<file path="src/rx_counter_latch_regs.vh">
`ifndef RX_COUNTER_LATCH_REGS_VH
`define RX_COUNTER_LATCH_REGS_VH

// register map (byte addresses on the 8-bit processor port)
`define ADDR_LATCH_CFG 8'h46
`define ADDR_CNT_BASE 8'h50
`define ADDR_CNT_LAST 8'h57
`define ADDR_TPAT_LO 8'h58
`define ADDR_TPAT_HI 8'h59

// latch configuration fields
`define CFG_W 4
`define CFG_RESET 4'h0
`define BIT_ALM_HOLD 0
`define BIT_ERR_LATCH 1
`define BIT_CNT_LATCH 2
`define BIT_FREEZE 3
`define CFG_PAD 4'h0

// counters
`define NUM_ERR_CNT 4
`define CNT_W 16
`define CNT_ZERO 16'h0000
`define CNT_MAX 16'hFFFF
`define BYTE_ZERO 8'h00

// one-second timebase
`define CLK_HZ 200000000
`define ONE_SECOND_S 1
`define ONE_SEC_CYCLES (`ONE_SECOND_S * `CLK_HZ)
`define TICK_W 28
`define TICK_ZERO 28'h0000000
`define TICK_ONE 28'h0000001

`endif

</file>
<file path="src/rx_counter_latch_config.v">
`timescale 1ns/1ps
`default_nettype none
`include "rx_counter_latch_regs.vh"

module rx_counter_latch_config #(
    parameter [`TICK_W-1:0] ONE_SEC_CYCLES = `ONE_SEC_CYCLES
) (
    // clock and reset
    input wire i_clk_sys,
    input wire i_srst,
    // processor port, strobes one cycle wide on i_clk_sys
    input wire i_cs,
    input wire i_wr,
    input wire i_rd,
    input wire [7:0] i_addr,
    input wire [7:0] i_wdata,
    output reg [7:0] o_rdata,
    output reg o_rvalid,
    // receive alarms and error events from the framer
    input wire i_rx_frame_loss,
    input wire i_rx_signal_loss,
    input wire i_rx_all_ones_alarm,
    input wire i_carrier_group_alarm,
    input wire i_cga_from_yellow,
    input wire i_e1_mode,
    input wire [`NUM_ERR_CNT-1:0] i_err_evt,
    input wire i_test_pattern_err,
    // status and controls to the rest of the framer
    output reg o_one_second_tick,
    output reg o_perf_inhibit,
    output reg o_lof_timeout_valid,
    output reg o_alarm_status_hold_en,
    output reg o_error_status_latch_en,
    output reg o_counts_frozen
);
    reg [`CFG_W-1:0] cfg_q;
    reg [`TICK_W-1:0] tick_cnt_q;
    reg tick_q;
    reg [7:0] rdata_d;
    wire wr_en;
    wire rd_en;
    wire latch_en;
    wire freeze;
    wire [`NUM_ERR_CNT-1:0] rd_lo;
    wire [`NUM_ERR_CNT-1:0] rd_hi;
    wire [8*`NUM_ERR_CNT-1:0] lo_bytes;
    wire [8*`NUM_ERR_CNT-1:0] hi_bytes;
    wire [7:0] tp_lo;
    wire [7:0] tp_hi;
    wire [7:0] cnt_off;
    wire in_cnt;

    assign wr_en = i_cs & i_wr;
    assign rd_en = i_cs & i_rd;
    assign latch_en = cfg_q[`BIT_CNT_LATCH];
    assign freeze = cfg_q[`BIT_FREEZE] & (i_rx_frame_loss | i_rx_signal_loss | i_rx_all_ones_alarm);
    assign in_cnt = (i_addr >= `ADDR_CNT_BASE) && (i_addr <= `ADDR_CNT_LAST);
    assign cnt_off = i_addr - `ADDR_CNT_BASE;

    // reserved bits are not stored, so a stray one written there is harmless
    always @(posedge i_clk_sys)
    begin
        if (i_srst)
        begin
            cfg_q <= `CFG_RESET;
        end
        else if (wr_en && i_addr == `ADDR_LATCH_CFG)
        begin
            cfg_q <= i_wdata[`CFG_W-1:0];
        end
    end

    // free-running timebase; the same tick goes to every counter and out to the monitor
    always @(posedge i_clk_sys)
    begin
        if (i_srst)
        begin
            tick_cnt_q <= `TICK_ZERO;
            tick_q <= 1'b0;
        end
        else if (tick_cnt_q == ONE_SEC_CYCLES - `TICK_ONE)
        begin
            tick_cnt_q <= `TICK_ZERO;
            tick_q <= 1'b1;
        end
        else
        begin
            tick_cnt_q <= tick_cnt_q + `TICK_ONE;
            tick_q <= 1'b0;
        end
    end

    // even address strobes the low byte, odd the high byte; in_cnt keeps cnt_off within 0..7
    assign rd_lo[0] = rd_en & in_cnt & ~cnt_off[0] & (cnt_off[2:1] == 2'h0);
    assign rd_hi[0] = rd_en & in_cnt & cnt_off[0] & (cnt_off[2:1] == 2'h0);
    assign rd_lo[1] = rd_en & in_cnt & ~cnt_off[0] & (cnt_off[2:1] == 2'h1);
    assign rd_hi[1] = rd_en & in_cnt & cnt_off[0] & (cnt_off[2:1] == 2'h1);
    assign rd_lo[2] = rd_en & in_cnt & ~cnt_off[0] & (cnt_off[2:1] == 2'h2);
    assign rd_hi[2] = rd_en & in_cnt & cnt_off[0] & (cnt_off[2:1] == 2'h2);
    assign rd_lo[3] = rd_en & in_cnt & ~cnt_off[0] & (cnt_off[2:1] == 2'h3);
    assign rd_hi[3] = rd_en & in_cnt & cnt_off[0] & (cnt_off[2:1] == 2'h3);

    count_channel u_ch0 (
        .i_clk_sys(i_clk_sys),
        .i_srst(i_srst),
        .i_evt(i_err_evt[0]),
        .i_freeze(freeze),
        .i_latch_en(latch_en),
        .i_tick(tick_q),
        .i_rd_lo(rd_lo[0]),
        .i_rd_hi(rd_hi[0]),
        .o_lo(lo_bytes[7:0]),
        .o_hi(hi_bytes[7:0])
    );

    count_channel u_ch1 (
        .i_clk_sys(i_clk_sys),
        .i_srst(i_srst),
        .i_evt(i_err_evt[1]),
        .i_freeze(freeze),
        .i_latch_en(latch_en),
        .i_tick(tick_q),
        .i_rd_lo(rd_lo[1]),
        .i_rd_hi(rd_hi[1]),
        .o_lo(lo_bytes[15:8]),
        .o_hi(hi_bytes[15:8])
    );

    count_channel u_ch2 (
        .i_clk_sys(i_clk_sys),
        .i_srst(i_srst),
        .i_evt(i_err_evt[2]),
        .i_freeze(freeze),
        .i_latch_en(latch_en),
        .i_tick(tick_q),
        .i_rd_lo(rd_lo[2]),
        .i_rd_hi(rd_hi[2]),
        .o_lo(lo_bytes[23:16]),
        .o_hi(hi_bytes[23:16])
    );

    count_channel u_ch3 (
        .i_clk_sys(i_clk_sys),
        .i_srst(i_srst),
        .i_evt(i_err_evt[3]),
        .i_freeze(freeze),
        .i_latch_en(latch_en),
        .i_tick(tick_q),
        .i_rd_lo(rd_lo[3]),
        .i_rd_hi(rd_hi[3]),
        .o_lo(lo_bytes[31:24]),
        .o_hi(hi_bytes[31:24])
    );

    // test pattern errors keep counting through alarms
    count_channel u_tpat (
        .i_clk_sys(i_clk_sys),
        .i_srst(i_srst),
        .i_evt(i_test_pattern_err),
        .i_freeze(1'b0),
        .i_latch_en(latch_en),
        .i_tick(tick_q),
        .i_rd_lo(rd_en && i_addr == `ADDR_TPAT_LO),
        .i_rd_hi(rd_en && i_addr == `ADDR_TPAT_HI),
        .o_lo(tp_lo),
        .o_hi(tp_hi)
    );

    always @*
    begin
        rdata_d = `BYTE_ZERO;
        if (i_addr == `ADDR_LATCH_CFG)
        begin
            rdata_d = {`CFG_PAD, cfg_q};
        end
        else if (in_cnt)
        begin
            rdata_d = cnt_off[0] ? hi_bytes[8*cnt_off[2:1] +: 8] : lo_bytes[8*cnt_off[2:1] +: 8];
        end
        else if (i_addr == `ADDR_TPAT_LO)
        begin
            rdata_d = tp_lo;
        end
        else if (i_addr == `ADDR_TPAT_HI)
        begin
            rdata_d = tp_hi;
        end
    end

    always @(posedge i_clk_sys)
    begin
        if (i_srst)
        begin
            o_rdata <= `BYTE_ZERO;
            o_rvalid <= 1'b0;
            o_one_second_tick <= 1'b0;
            o_perf_inhibit <= 1'b0;
            o_lof_timeout_valid <= 1'b1;
            o_alarm_status_hold_en <= 1'b0;
            o_error_status_latch_en <= 1'b0;
            o_counts_frozen <= 1'b0;
        end
        else
        begin
            o_rvalid <= rd_en;
            if (rd_en)
            begin
                o_rdata <= rdata_d;
            end
            o_one_second_tick <= tick_q;
            o_perf_inhibit <= i_carrier_group_alarm & ~i_cga_from_yellow;
            o_lof_timeout_valid <= ~(i_e1_mode & latch_en);
            o_alarm_status_hold_en <= cfg_q[`BIT_ALM_HOLD];
            o_error_status_latch_en <= cfg_q[`BIT_ERR_LATCH];
            o_counts_frozen <= freeze;
        end
    end
endmodule // rx_counter_latch_config

`default_nettype wire

</file>
<file path="src/count_channel.v">
`timescale 1ns/1ps
`default_nettype none
`include "rx_counter_latch_regs.vh"

module count_channel (
    // clock and reset
    input wire i_clk_sys,
    input wire i_srst,
    // controls
    input wire i_evt,
    input wire i_freeze,
    input wire i_latch_en,
    input wire i_tick,
    // processor reads
    input wire i_rd_lo,
    input wire i_rd_hi,
    // read data
    output wire [7:0] o_lo,
    output wire [7:0] o_hi
);
    reg [`CNT_W-1:0] cnt_q;
    reg [`CNT_W-1:0] cnt_d;
    reg [`CNT_W-1:0] held_q;
    reg [7:0] hi_cap_q;
    reg [`CNT_W-1:0] base;
    wire inc;

    assign inc = i_evt & ~i_freeze;

    always @*
    begin
        base = cnt_q;
        if (i_latch_en && i_tick)
        begin
            base = `CNT_ZERO;
        end
        else if (!i_latch_en && i_rd_lo)
        begin
            base = {cnt_q[15:8], `BYTE_ZERO};
        end
        else if (!i_latch_en && i_rd_hi)
        begin
            base = {`BYTE_ZERO, cnt_q[7:0]};
        end
        // an event in the clearing cycle is kept: it counts into the cleared value
        cnt_d = base;
        if (inc && base != `CNT_MAX)
        begin
            cnt_d = base + {{(`CNT_W-1){1'b0}}, 1'b1};
        end
    end

    always @(posedge i_clk_sys)
    begin
        if (i_srst)
        begin
            cnt_q <= `CNT_ZERO;
            held_q <= `CNT_ZERO;
            hi_cap_q <= `BYTE_ZERO;
        end
        else
        begin
            cnt_q <= cnt_d;
            if (i_latch_en && i_tick)
            begin
                held_q <= cnt_q;
            end
            if (!i_latch_en && i_rd_lo)
            begin
                hi_cap_q <= cnt_q[15:8];
            end
        end
    end

    // latched mode shows the value frozen at the last tick for a whole second
    assign o_lo = i_latch_en ? held_q[7:0] : cnt_q[7:0];
    assign o_hi = i_latch_en ? held_q[15:8] : hi_cap_q;
endmodule // count_channel

`default_nettype wire

</file>
<file path="config.mk">
export PLATFORM = sky130hd
export DESIGN_NAME = rx_counter_latch_config
export DESIGN_NICKNAME = d
export VERILOG_FILES = /design/src/rx_counter_latch_config.v /design/src/count_channel.v
export VERILOG_INCLUDE_DIRS = /design/src /design/src/src
export SDC_FILE = /design/constraint.sdc
export NUM_CORES = 1
export LEC_CHECK = 0
export ABC_CLOCK_PERIOD_IN_PS = 3600
export CAP_MARGIN = 0
export CORE_ASPECT_RATIO = 1.5
export CORE_MARGIN = 2
export CORE_UTILIZATION = 50
export DETAILED_ROUTE_END_ITERATION = 8
export DONT_BUFFER_PORTS = 1
export PLACE_DENSITY = 0.76
export SETUP_SLACK_MARGIN = 0.2
export SLEW_MARGIN = 0
export SYNTH_ARGS = -nofsm -noshare
export SYNTH_HDL_FRONTEND = slang
export SYNTH_HIERARCHICAL = 1
export SYNTH_SLANG_ARGS = --single-unit
</file>
<file path="constraint.sdc">
create_clock -name i_clk_sys -period 3.6 [get_ports i_clk_sys]
set_input_delay 0.18 -clock i_clk_sys [delete_from_list [all_inputs] [get_ports i_clk_sys]]
set_output_delay 0.18 -clock i_clk_sys [all_outputs]
set_load 0.005 [all_outputs]
</file>
Word level (Yosys, flattened, before mapping)
Index checks and enable logic that the tools add are counted.
- flip-flop bits (word level): 248
- output and inout port bits: 15
- add/sub/neg operators: 7
- $lt $le $gt $ge: 2
- equality and inequality tests: 12
- shift operators: 2
- multiplexer cells: 36
- bitwise logic cells: 26
- reductions and logical operators: 23
- operator list (kind ; number):
    $mux W16 ; 20
    $mux W8 ; 15
    $add A16 B1 Y16 const B ; 5
    $ne A16 B16 Y1 const B ; 5
    $shiftx A32 B6 Y8 ; 2
    $add A28 B1 Y28 const B ; 1
    $eq A28 B28 Y1 const B ; 1
    $eq A8 B7 Y1 const B ; 3
    $and A1 B1 Y1 ; 20
    $logic_and A1 B1 Y1 ; 20
    $ge A8 B7 Y1 const B ; 1
    $le A8 B7 Y1 const B ; 1
    $eq A2 B2 Y1 const B ; 2
    $not A1 Y1 ; 4
    $sub A3 B1 Y3 const B ; 1
    $eq A2 B1 Y1 const B ; 1
    $logic_not A2 Y1 ; 1
    $or A1 B1 Y1 ; 2
    $reduce_or A2 Y1 ; 1
    $logic_not A1 Y1 ; 1
    $mux W1 ; 1

Logic depth before layout (Yosys ltp)
Gate-level depths: netlist of run 1.
- depth in word-level cells: 12
- mapped depth: 14
- depth with buffers taken out: 12

Hierarchy
Netlist of run 1, hierarchy kept.
- by module, submodules not included (module ; times used ; cells each ; area each (um2) ; sequential area each (um2)):
    count_channel ; 5 ; 239 ; 1926.8 ; 800.8
    rx_counter_latch_config ; 1 ; 350 ; 2930.3 ; 960.9

Worst setup path before layout of run 1
No wires, ideal clock.
- path type: input-to-reg
- from: in i_addr[5]
- to: reg u_ch0.cnt_q[7]
- setup time: 0.116 ns
- data arrival time: 3.530 ns
- data required time: 3.484 ns
- slack: -0.046 ns
- stages: 14
- buffers on the path: 2
- path through: or3b_2 -> nor3b_1 -> buf_2 -> nand2_1 -> nor4_1 -> mux2i_1 -> and2_1 -> ha_1 -> and3_1 -> nor3b_1 -> clkbuf_1 -> a21oi_1 -> a211oi_1 -> a31o_2
- RTL lines (what ; line ; RTL):
    from (decl) ; rx_counter_latch_config.v:15 ; input wire [7:0] i_addr,
    $ge A8 B7 Y1 (no source line) / $le A8 B7 Y1 (equally long branches) ; - ;
    $logic_and A1 B1 Y1 (*) ; rx_counter_latch_config.v:57 ; assign in_cnt = (i_addr >= `ADDR_CNT_BASE) && (i_addr <= `ADDR_CNT_LAST);
    $and A1 B1 Y1 (*) (3 in a row) ; rx_counter_latch_config.v:94 ; assign rd_lo[0] = rd_en & in_cnt & ~cnt_off[0] & (cnt_off[2:1] == 2'h0);
    net rd_lo[0] ; rx_counter_latch_config.v:44 ; wire [`NUM_ERR_CNT-1:0] rd_lo;
    $logic_and A1 B1 Y1 (*) ; count_channel.v:37 ; else if (!i_latch_en && i_rd_lo)
    $mux W16 (*) ; count_channel.v:37 ;
    $mux W16 (*) ; count_channel.v:33 ; if (i_latch_en && i_tick)
    branches (longest 2 deep; another with $add A16 B1 Y16) ; - ;
    $mux W16 (*) ; count_channel.v:47 ; if (inc && base != `CNT_MAX)
    to (signal assigned) ; count_channel.v:57 ; cnt_q <= `CNT_ZERO;
    to (signal assigned) ; count_channel.v:63 ; cnt_q <= cnt_d;
    to (decl) ; count_channel.v:21 ; reg [`CNT_W-1:0] cnt_q;
Mark *: on every way through the listed nets, which the timed path passes.
A chain may end at the register's enable or synchronous reset.

Worst setup path in the final report of run 1
- from: reg cfg_q[2]
- to: reg u_ch1.cnt_q[6]
- cells in the longest elaborated chain, start to end: 8
- ends and longest elaborated chain (what ; line ; RTL):
    from (decl) ; rx_counter_latch_config.v:36 ; reg [`CFG_W-1:0] cfg_q;
    from (signal assigned) ; rx_counter_latch_config.v:65 ; cfg_q <= `CFG_RESET;
    from (signal assigned) ; rx_counter_latch_config.v:69 ; cfg_q <= i_wdata[`CFG_W-1:0];
    $logic_not A1 Y1 ; count_channel.v:37, count_channel.v:41 ;
    $logic_and A1 B1 Y1 ; count_channel.v:41 ; else if (!i_latch_en && i_rd_hi)
    $mux W16 ; count_channel.v:41 ;
    $mux W16 ; count_channel.v:37 ;
    $mux W16 (*) ; count_channel.v:33 ;
    branches (longest 2 deep; another with $add A16 B1 Y16) ; - ;
    $mux W16 (*) ; count_channel.v:47 ;
    to (signal assigned) ; count_channel.v:57 ;
    to (signal assigned) ; count_channel.v:63 ;
    to (decl) ; count_channel.v:21 ;
Mark *: on every way between the ends.

==> flow_metrics.env, run 1 <==
export IMPL_clock_path_buffers=3
export IMPL_relSlewSlack=0.2698
export IMPL_yosysSeqAreaShare=0.3951
export IMPL_final_nets=1583
export IMPL_cap_viol_max_count=0
export IMPL_grt_max_degree=187
export IMPL_crit_chain="buf_4, mux2i_1, and2_1, ha_1, and3_1, nand4_1, nor3_1, xor2_1, nor2_1, dlygate4sd3_1"
export IMPL_ctsHtreeMaxLevel=1
export IMPL_outcome="finished clean"
export IMPL_synth_edf_count=0
export IMPL_rsz0062_at_grt="false"
export IMPL_gr_total_overflow=0
export IMPL_worst_pin_slew_ps=1093
export IMPL_clkTransAtPathRegs_ps=60
export IMPL_clk_latency_ps=530
export IMPL_crit_arrival_ps=3580
export IMPL_synth_cell_types=59
export IMPL_finalHoldViolations=0
export IMPL_grt_pass1_vias=11069
export IMPL_cp_end_kind="register"
export IMPL_slowest_stage="dfxtp_4"
export IMPL_io_pin_count=47
export IMPL_cp_max_fo=27
export IMPL_required_ps=4010
export IMPL_port_buffers=0
export IMPL_dieArea_mm2=0.02644
export IMPL_synth_area_mm2=0.01256
export IMPL_criticalPathCategory="register to register"
export IMPL_cts_tree="yes"
export IMPL_synthToLayoutAreaGrowth_pct=12.14
export IMPL_synthArstFlopShare=0
export IMPL_track_usage=0.2484
export IMPL_fin_crit_ps=3177
export IMPL_synth_area_per_cell_um2=8.132
export IMPL_antenna_found_initial=0
export IMPL_wirelength_um=33500
export IMPL_critPathMaxStageDelay_ps=590
export IMPL_die_h_um=198.2
export IMPL_netlist_instances=1545
export IMPL_first_iter_violations=875
export IMPL_rows=71
export IMPL_place_congestion=0.8637
export IMPL_synthFlopType="dfxtp_1"
export IMPL_rrSetupSlack_ps=420
export IMPL_layout_drive_gt1_share=0.1312
export IMPL_p_leak_uw=0.004707
export IMPL_ir_drop_uv=411.7
export IMPL_routedWlPerCell_um=17.72
export IMPL_min_period_over_period=0.8825
export IMPL_viasPerCell=6.028
export IMPL_finClkSkew_ps=21.08
export IMPL_ys_warn_count=6
export IMPL_final_setup_tns_ps=0
export IMPL_route_vias_total=11399
export IMPL_setup_viol=0
export IMPL_num_antenna_cells=0
export IMPL_hpwl_um=22660
export IMPL_cts_buffers=25
export IMPL_hp_class="input port to register"
export IMPL_grt_pass1_wl_um=53850
export IMPL_final_antenna_net_count=0
export IMPL_largest_register="tick_cnt_q"
export IMPL_clock_sinks=248
export IMPL_clockRootBuffer="clkbuf_16"
export IMPL_drcViolationCount=0
export IMPL_core_mm2=0.02487
export IMPL_start_util=0.5051
export IMPL_drt_first_pass_iters=8
export IMPL_largest_register_ffs=28
export IMPL_max_freq_mhz=314.7
export IMPL_pwr_density_cell_mw_per_mm2=406.6
export IMPL_die_w_um=133.4
export IMPL_drv_slew=0
export IMPL_critPathLaunchType="register"
export IMPL_ys_ff_latch=248
export IMPL_power_uw=5729
-- per-layer routing --
layer / wire, um / track usage
met5: 0 / 0
met4: 1658 / 0.1328
met3: 1684 / 0.03226
met2: 17470 / 0.4710
met1: 12690 / 0.2646
-- final cells by class --
| cell class | instances | area [um2] |
|---|---|---|
| clock inverter | 8 | 122.6 |
| inverter | 13 | 48.80 |
| tap | 328 | 410.4 |
| fill | 2199 | 10780 |
| multi-input combinational | 1191 | 7203 |
| clock buffer | 37 | 750.7 |
| timing repair buffer | 66 | 585.6 |
| sequential | 248 | 4969 |
-- worst max-delay path, delay by kind of cell (launching register included) --
family,cells,cell delay [ps]
simple gates,5,940
buf+inv,2,800
flops,1,590
fa+ha+maj,1,180
mux,1,350
xor+xnor,1,180
-- synthesized netlist by cell type, types with 6 or more instances --
| library cell | instances | area [um2] |
|---|---|---|
| nand2_1 | 326 | 1224 |
| dfxtp_1 | 248 | 4965 |
| a21oi_1 | 185 | 925.9 |
| nor2_1 | 85 | 319.1 |
| mux2_2 | 74 | 833.3 |
| clkbuf_1 | 65 | 244.0 |
| nor4_1 | 42 | 262.8 |
| mux2i_1 | 40 | 400.4 |
| nand3_1 | 38 | 190.2 |
| nand4_1 | 31 | 193.9 |
| nor3_1 | 31 | 155.2 |
| xor2_1 | 30 | 262.8 |
| xnor2_1 | 27 | 236.5 |
| or4_1 | 23 | 172.7 |
| o21ai_0 | 22 | 110.1 |
| and2_1 | 19 | 118.9 |
| and3_1 | 19 | 118.9 |
| o31ai_1 | 19 | 142.6 |
| or3_1 | 18 | 112.6 |
| nor2b_1 | 16 | 100.1 |
| nor3b_1 | 14 | 105.1 |
| inv_1 | 13 | 48.80 |
| a22oi_1 | 11 | 82.58 |
| buf_1 | 11 | 41.29 |
| nand2b_1 | 11 | 68.82 |
| a211oi_1 | 10 | 75.07 |
| and4_1 | 9 | 78.83 |
| buf_2 | 7 | 35.03 |
| or3b_2 | 7 | 61.31 |
| a2111oi_0 | 6 | 52.55 |
| ha_1 | 6 | 75.07 |
| nand3b_1 | 6 | 45.04 |
| or2_2 | 6 | 37.54 |
| or4b_2 | 6 | 60.06 |
-- logic make-up after synthesis --
kind of cell	share of synthesized area
simple gates	0.2849
other cells	0.0002985
mux	0.1060
fa+ha+maj	0.005975
compound gates	0.1315
buf+inv	0.03645
xor+xnor	0.03973
flops	0.3951
-- worst paths after layout --
path,startpoint,cells after the start,endpoint
worst max-delay path,cfg_q[2],10,u_ch1/cnt_q[6]
worst min-delay path,i_err_evt[2],3,u_ch2/cnt_q[4]
worst max register to register,cfg_q[2],10,u_ch1/cnt_q[6]
worst min register to register,u_ch3/held_q[11],2,u_ch3/held_q[11]
-- report_power, final --
part / switching [uW] / internal [uW]
clock network: 1090 / 1660
registers: 25.3 / 2760
logic: 115 / 77.0
-- layout by cell type, fill, tap and decap left out, drive strengths merged, types with 7 or more instances in the layout --
cell           n
nand2b        11
or3           20
o31ai         19
a22oi         11
a211oi        10
nor3          31
nand3         38
dfxtp        248
clkbuf        37
nor2b         16
nand4         33
xnor2         27
nor4          43
mux2i         40
a21oi        185
and3          19
nor3b         14
or3b           7
o21ai         22
nor2          85
nand2        326
mux2          79
buf           38
inv           15
and4          10
or4           23
xor2          30
dlygate4sd3   28
and2          19
-- stage by stage --
step / std cells / hold WS, ps / cell area (um2) / util / setup slack, ps
6_report: 1891 / 20.65 / 14090 / 0.5664 / 422.9
5_1_grt: 1891 / 28.22 / 14090 / 0.5664 / 269.2
4_1_cts: 1891 / 2.064 / 14080 / 0.5662 / 338.0
3_5_place_dp: 1817 / 264.2 / 12900 / 0.5188 / 47.19
3_3_place_gp: 1817 / 256.7 / 12900 / 0.5188 / 121.8
2_1_floorplan: 1546 / 256.1 / 12620 / - / 204.5
-- repair_timing --
action,4_1_cts,5_1_grt
hold endpoints to repair,218,0
gates resized for setup,0,1
buffers inserted,0,0
hold buffers,29,0
setup endpoints to repair,0,7
(Power assumes the default switching activity.)
==> run 2, diff against run 1 <==
--- a/config.mk
+++ b/config.mk
@@ -11,6 +11,7 @@
 export CORE_ASPECT_RATIO = 1.5
 export CORE_MARGIN = 2
 export CORE_UTILIZATION = 50
+export CTS_BUF_LIST = sky130_fd_sc_hd__clkbuf_16
 export DETAILED_ROUTE_END_ITERATION = 8
 export DONT_BUFFER_PORTS = 1
 export PLACE_DENSITY = 0.76
==> flow_metrics.env, run 2 (same netlist as run 1, synthesis figures left out) <==
export IMPL_outcome="finished clean"
export IMPL_grt_pass1_wl_um=53480
export IMPL_fillers=2211
export IMPL_synthToLayoutAreaGrowth_pct=11.42
export IMPL_num_antenna_cells=0
export IMPL_placed_area_mm2=0.01290
export IMPL_grt_max_degree=187
export IMPL_cts_tree="yes"
export IMPL_max_freq_mhz=314.8
export IMPL_port_buffers=0
export IMPL_rows=71
export IMPL_largest_register_ffs=28
export IMPL_hpwl_um=22660
export IMPL_utilization=0.5628
export IMPL_required_ps=4000
export IMPL_die_w_um=133.4
export IMPL_finClkSkew_ps=21.43
export IMPL_cts_buffers=25
export IMPL_design_area_mm2=0.01400
export IMPL_cp_end_kind="register"
export IMPL_ctsHtreeMaxLevel=1
export IMPL_criticalPathCategory="register to register"
export IMPL_fin_crit_ps=3176
export IMPL_dieArea_mm2=0.02644
export IMPL_ir_drop_uv=412.4
export IMPL_clock_path_buffers=3
export IMPL_drv_slew=0
export IMPL_first_iter_violations=896
export IMPL_layout_drive_gt1_share=0.1261
export IMPL_worst_slack_ps=423.5
export IMPL_final_common_cell="nand2_1"
export IMPL_drcViolationCount=0
export IMPL_crit_arrival_ps=3580
export IMPL_relSlewSlack=0.2805
export IMPL_gr_total_overflow=0
export IMPL_final_nets=1582
export IMPL_clock_sinks=248
export IMPL_clockRootBuffer="clkbuf_16"
export IMPL_viasPerCell=6.013
export IMPL_io_pin_count=47
export IMPL_cp_max_fo=27
export IMPL_critPathMaxStageDelay_ps=600
export IMPL_core_mm2=0.02487
export IMPL_layout_common_cells="326 x nand2_1, 247 x dfxtp_1, 182 x a21oi_1"
export IMPL_whs_ps=17.40
export IMPL_setup_viol=0
export IMPL_routedWlPerCell_um=17.60
export IMPL_track_usage=0.2469
export IMPL_route_vias_total=11364
export IMPL_pwr_density_cell_mw_per_mm2=395.4
export IMPL_start_util=0.5051
export IMPL_drt_first_pass_iters=6
export IMPL_largest_register="tick_cnt_q"
export IMPL_cap_viol_max_count=0
export IMPL_place_congestion=0.8637
export IMPL_slowest_stage="dfxtp_4"
export IMPL_min_period_over_period=0.8824
export IMPL_wirelength_um=33270
export IMPL_worst_pin_slew_ps=1077
export IMPL_crit_chain="buf_4, mux2i_1, and2_1, ha_1, and3_1, nand4_1, nor3_1, xor2_1, nor2_1, dlygate4sd3_1"
export IMPL_clkTransAtPathRegs_ps=70
export IMPL_critPathLaunchType="register"
export IMPL_grt_pass1_vias=10975
export IMPL_final_setup_tns_ps=0
export IMPL_pre_cts_ws_ps=47.19
export IMPL_hp_class="input port to register"
export IMPL_p_leak_uw=0.004675
export IMPL_die_h_um=198.2
export IMPL_post_cts_buffers=0
export IMPL_rsz0062_at_grt="false"
export IMPL_antenna_found_initial=0
export IMPL_final_antenna_net_count=0
export IMPL_clk_latency_ps=530
export IMPL_finalHoldViolations=0
[run 2: path summary, 6_finish.rpt]
| path | startpoint | end | slack, ps | cells after the start |
|---|---|---|---|---|
| max | cfg_q[2] | u_ch1/cnt_q[6] | 420 | 10 |
| min | i_err_evt[2] | u_ch2/cnt_q[4] | 20 | 3 |
| max reg2reg | cfg_q[2] | u_ch1/cnt_q[6] | 420 | 10 |
| min reg2reg | u_ch3/held_q[11] | u_ch3/held_q[11] | 450 | 2 |
[run 2: timing repair]
item                       CTS  global route
setup endpoints to repair    0             7
hold buffers                28             0
resized for setup            0             1
hold endpoints to repair   216             0
[run 2: layout make-up]
cell class / instances / area [um2] / share of cell area
inverters: 13 / 48.80 / 0.003486
well taps: 328 / 410.4 / 0.02931
multi-input cells: 1191 / 7203 / 0.5145
clock buffers: 25 / 625.6 / 0.04469
repair buffers: 65 / 575.6 / 0.04111
clock inverters: 20 / 167.7 / 0.01198
flip-flops and latches: 248 / 4969 / 0.3549
[run 2: critical path: cells and delay by family, from the launching register on]
| family | cells | cell delay (ps) |
|---|---|---|
| xor+xnor | 1 | 170 |
| fa+ha+maj | 1 | 180 |
| buf+inv | 2 | 800 |
| flops | 1 | 600 |
| mux | 1 | 340 |
| simple gates | 5 | 930 |
[run 2: metrics by stage]
| step | instances | power, uW |
|---|---|---|
| global placement | 1817 | 2986 |
| finish | 1890 | 5535 |
| CTS | 1890 | 5583 |
| floorplan | 1546 | 2997 |
| detailed placement | 1817 | 2991 |
| global route | 1890 | 5722 |
[run 2: where the power goes]
group | total [uW] | internal (uW) | switching, uW
registers | 2790 | 2760 | 25.7
clock network | 2560 | 1470 | 1080
logic | 191 | 78.3 | 113
total | 5540 | 4310 | 1220
[run 2: per-layer routing]
layer	global-route usage	part of all wire	up-vias	wire length, um
met2	0.4710	0.52	359	17380
li1	-	-	5478	-
met3	0.03047	0.052	112	1718
met5	0	0	-	0
met4	0.1245	0.049	0	1625
met1	0.2646	0.38	5415	12540
==> run 3, diff against run 2 <==
--- a/config.mk
+++ b/config.mk
@@ -6,7 +6,7 @@
 export SDC_FILE = /design/constraint.sdc
 export NUM_CORES = 1
 export LEC_CHECK = 0
-export ABC_CLOCK_PERIOD_IN_PS = 3600
+export ABC_CLOCK_PERIOD_IN_PS = 2800
 export CAP_MARGIN = 0
 export CORE_ASPECT_RATIO = 1.5
 export CORE_MARGIN = 2
==> constraint.sdc (replaced) <==
create_clock -name i_clk_sys -period 2.8 [get_ports i_clk_sys]
set_input_delay 0.14 -clock i_clk_sys [delete_from_list [all_inputs] [get_ports i_clk_sys]]
set_output_delay 0.14 -clock i_clk_sys [all_outputs]
set_load 0.005 [all_outputs]
==> flow_metrics.env, run 3 (same netlist as run 1, synthesis figures left out) <==
export IMPL_pre_cts_ws_ps=-326.3
export IMPL_fillers=1900
export IMPL_grt_pass1_vias=12357
export IMPL_io_pin_count=47
export IMPL_crit_chain="buf_4, mux2_4, or4_1, or4_4, or4_1, a21oi_1"
export IMPL_rsz0062_at_grt="true"
export IMPL_start_util=0.5051
export IMPL_min_period_over_period=0.9528
export IMPL_criticalPathCategory="register to register"
export IMPL_slowest_stage="or4_1"
export IMPL_largest_register="tick_cnt_q"
export IMPL_die_h_um=198.2
export IMPL_ir_drop_uv=443.2
export IMPL_place_congestion=0.8739
export IMPL_clock_sinks=248
export IMPL_cts_tree="yes"
export IMPL_required_ps=3250
export IMPL_worst_pin_slew_ps=1030
export IMPL_hp_class="input port to register"
export IMPL_clock_path_buffers=3
export IMPL_rows=71
export IMPL_die_w_um=133.4
export IMPL_met1_usage=0.2851
export IMPL_worst_slack_ps=132.0
export IMPL_final_common_cell="nand2_1"
export IMPL_crit_buf_inv=1
export IMPL_layout_common_cells="325 x nand2_1, 246 x dfxtp_1, 171 x a21oi_1"
export IMPL_use_met3=0.04608
export IMPL_core_mm2=0.02487
export IMPL_gr_total_overflow=0
export IMPL_pwr_density_cell_mw_per_mm2=440.5
export IMPL_routedWlPerCell_um=18.54
export IMPL_grt_max_degree=124
export IMPL_synthToLayoutAreaGrowth_pct=28.25
export IMPL_final_antenna_net_count=0
export IMPL_dieArea_mm2=0.02644
export IMPL_clk_latency_ps=520
export IMPL_path_common_cell="or4_1"
export IMPL_relSlewSlack=0.3118
export IMPL_grt_use_met2=0.5197
export IMPL_first_iter_violations=1029
export IMPL_cp_top_family="simple AND/OR/NAND/NOR gates"
export IMPL_layout_drive_gt1_share=0.1975
export IMPL_largest_register_ffs=28
export IMPL_cap_viol_max_count=0
export IMPL_route_vias_total=12382
export IMPL_hpwl_um=23720
export IMPL_drcViolationCount=0
export IMPL_crit_arrival_ps=3120
export IMPL_setup_viol=0
export IMPL_finalHoldViolations=0
export IMPL_critPathLaunchType="register"
export IMPL_viasPerCell=5.996
export IMPL_critPathMaxStageDelay_ps=540
export IMPL_wirelength_um=38290
export IMPL_cp_end_kind="register"
export IMPL_clockRootBuffer="clkbuf_16"
export IMPL_cp_max_fo=6
export IMPL_grt_pass1_wl_um=60490
export IMPL_clkTransAtPathRegs_ps=60
export IMPL_cts_buffers=25
export IMPL_drt_first_pass_iters=6
export IMPL_p_leak_uw=0.005901
export IMPL_final_nets=1759
export IMPL_port_buffers=0
export IMPL_num_antenna_cells=0
export IMPL_finClkSkew_ps=18.69
export IMPL_outcome="finished clean"
export IMPL_busiest_layer="met2"
export IMPL_max_freq_mhz=374.8
export IMPL_drv_slew=0
export IMPL_fin_crit_ps=2668
export IMPL_antenna_found_initial=0
export IMPL_track_usage=0.2785
export IMPL_ctsHtreeMaxLevel=1
export IMPL_power_uw=7098
run 3: changes by cell type in the layout (fill, tap and decap cells not counted), sizes merged:
cell	change
inv	-4
dlygate4sd3	+100
clkbuf	+1
clkinvlp	+2
buf	+77
bufinv	-1
run 3: power breakdown:
group	leakage [uW]	switching [uW]	internal [uW]
Clock	0.000384	1390	1850
Sequential	0.00200	30.3	3550
Combinational	0.00352	146	132
Total	0.00590	1570	5530
run 3: tightest hold or removal path, cell delays in order:
cell and delay (ps):
o211ai_1 70, a221oi_1 90, o31ai_1 180
run 3: path summary, 6_finish.rpt:
path	start	to	slack, ps	cells past startpoint
worst max register to register	cfg_q[2]	u_ch0/cnt_q[15]	130	6
worst min-delay path	i_addr[0]	o_rdata[7]	20	3
worst min register to register	tick_cnt_q[0]	tick_cnt_q[0]	460	1
worst max-delay path	cfg_q[2]	u_ch0/cnt_q[15]	130	6
run 3: repair_timing:
action / CTS / global route
hold buffers: 128 / 0
setup buffers: 6 / 2
hold endpoints to repair: 223 / 0
endpoints found under the setup margin: 29 / 48
gates resized for setup: 2 / 43
pin swaps: 0 / 13
run 3: stage by stage:
step                      instance area, um2  cells  hold slack (ps)  TNS [ps]  utilization
after global routing                   16110   2065            34.36         0       0.6478
after detailed placement               13760   1886            221.8     -7652       0.5530
final                                  16110   2065            17.25         0       0.6478
after global placement                 13760   1886            216.9     -5694       0.5530
after CTS                              15900   2063            6.337         0       0.6391
after floorplan                        13010   1546            216.1     -9733            -
run 3: area by class of cell:
type                    count  area [um2]  share of cell area
clock buffers              26       650.6             0.04038
clock inverters            17       127.6            0.007920
inverters                  13       48.80            0.003028
multi-input cells        1191        7669              0.4759
flip-flops and latches    248        4972              0.3086
well taps                 328       410.4             0.02547
repair buffers            242        2236              0.1388
run 3: per-layer routing:
layer	up-vias	share of wire
li1	5846	-
met1	5849	0.36
met2	508	0.51
met3	179	0.059
met4	0	0.072
met5	-	0
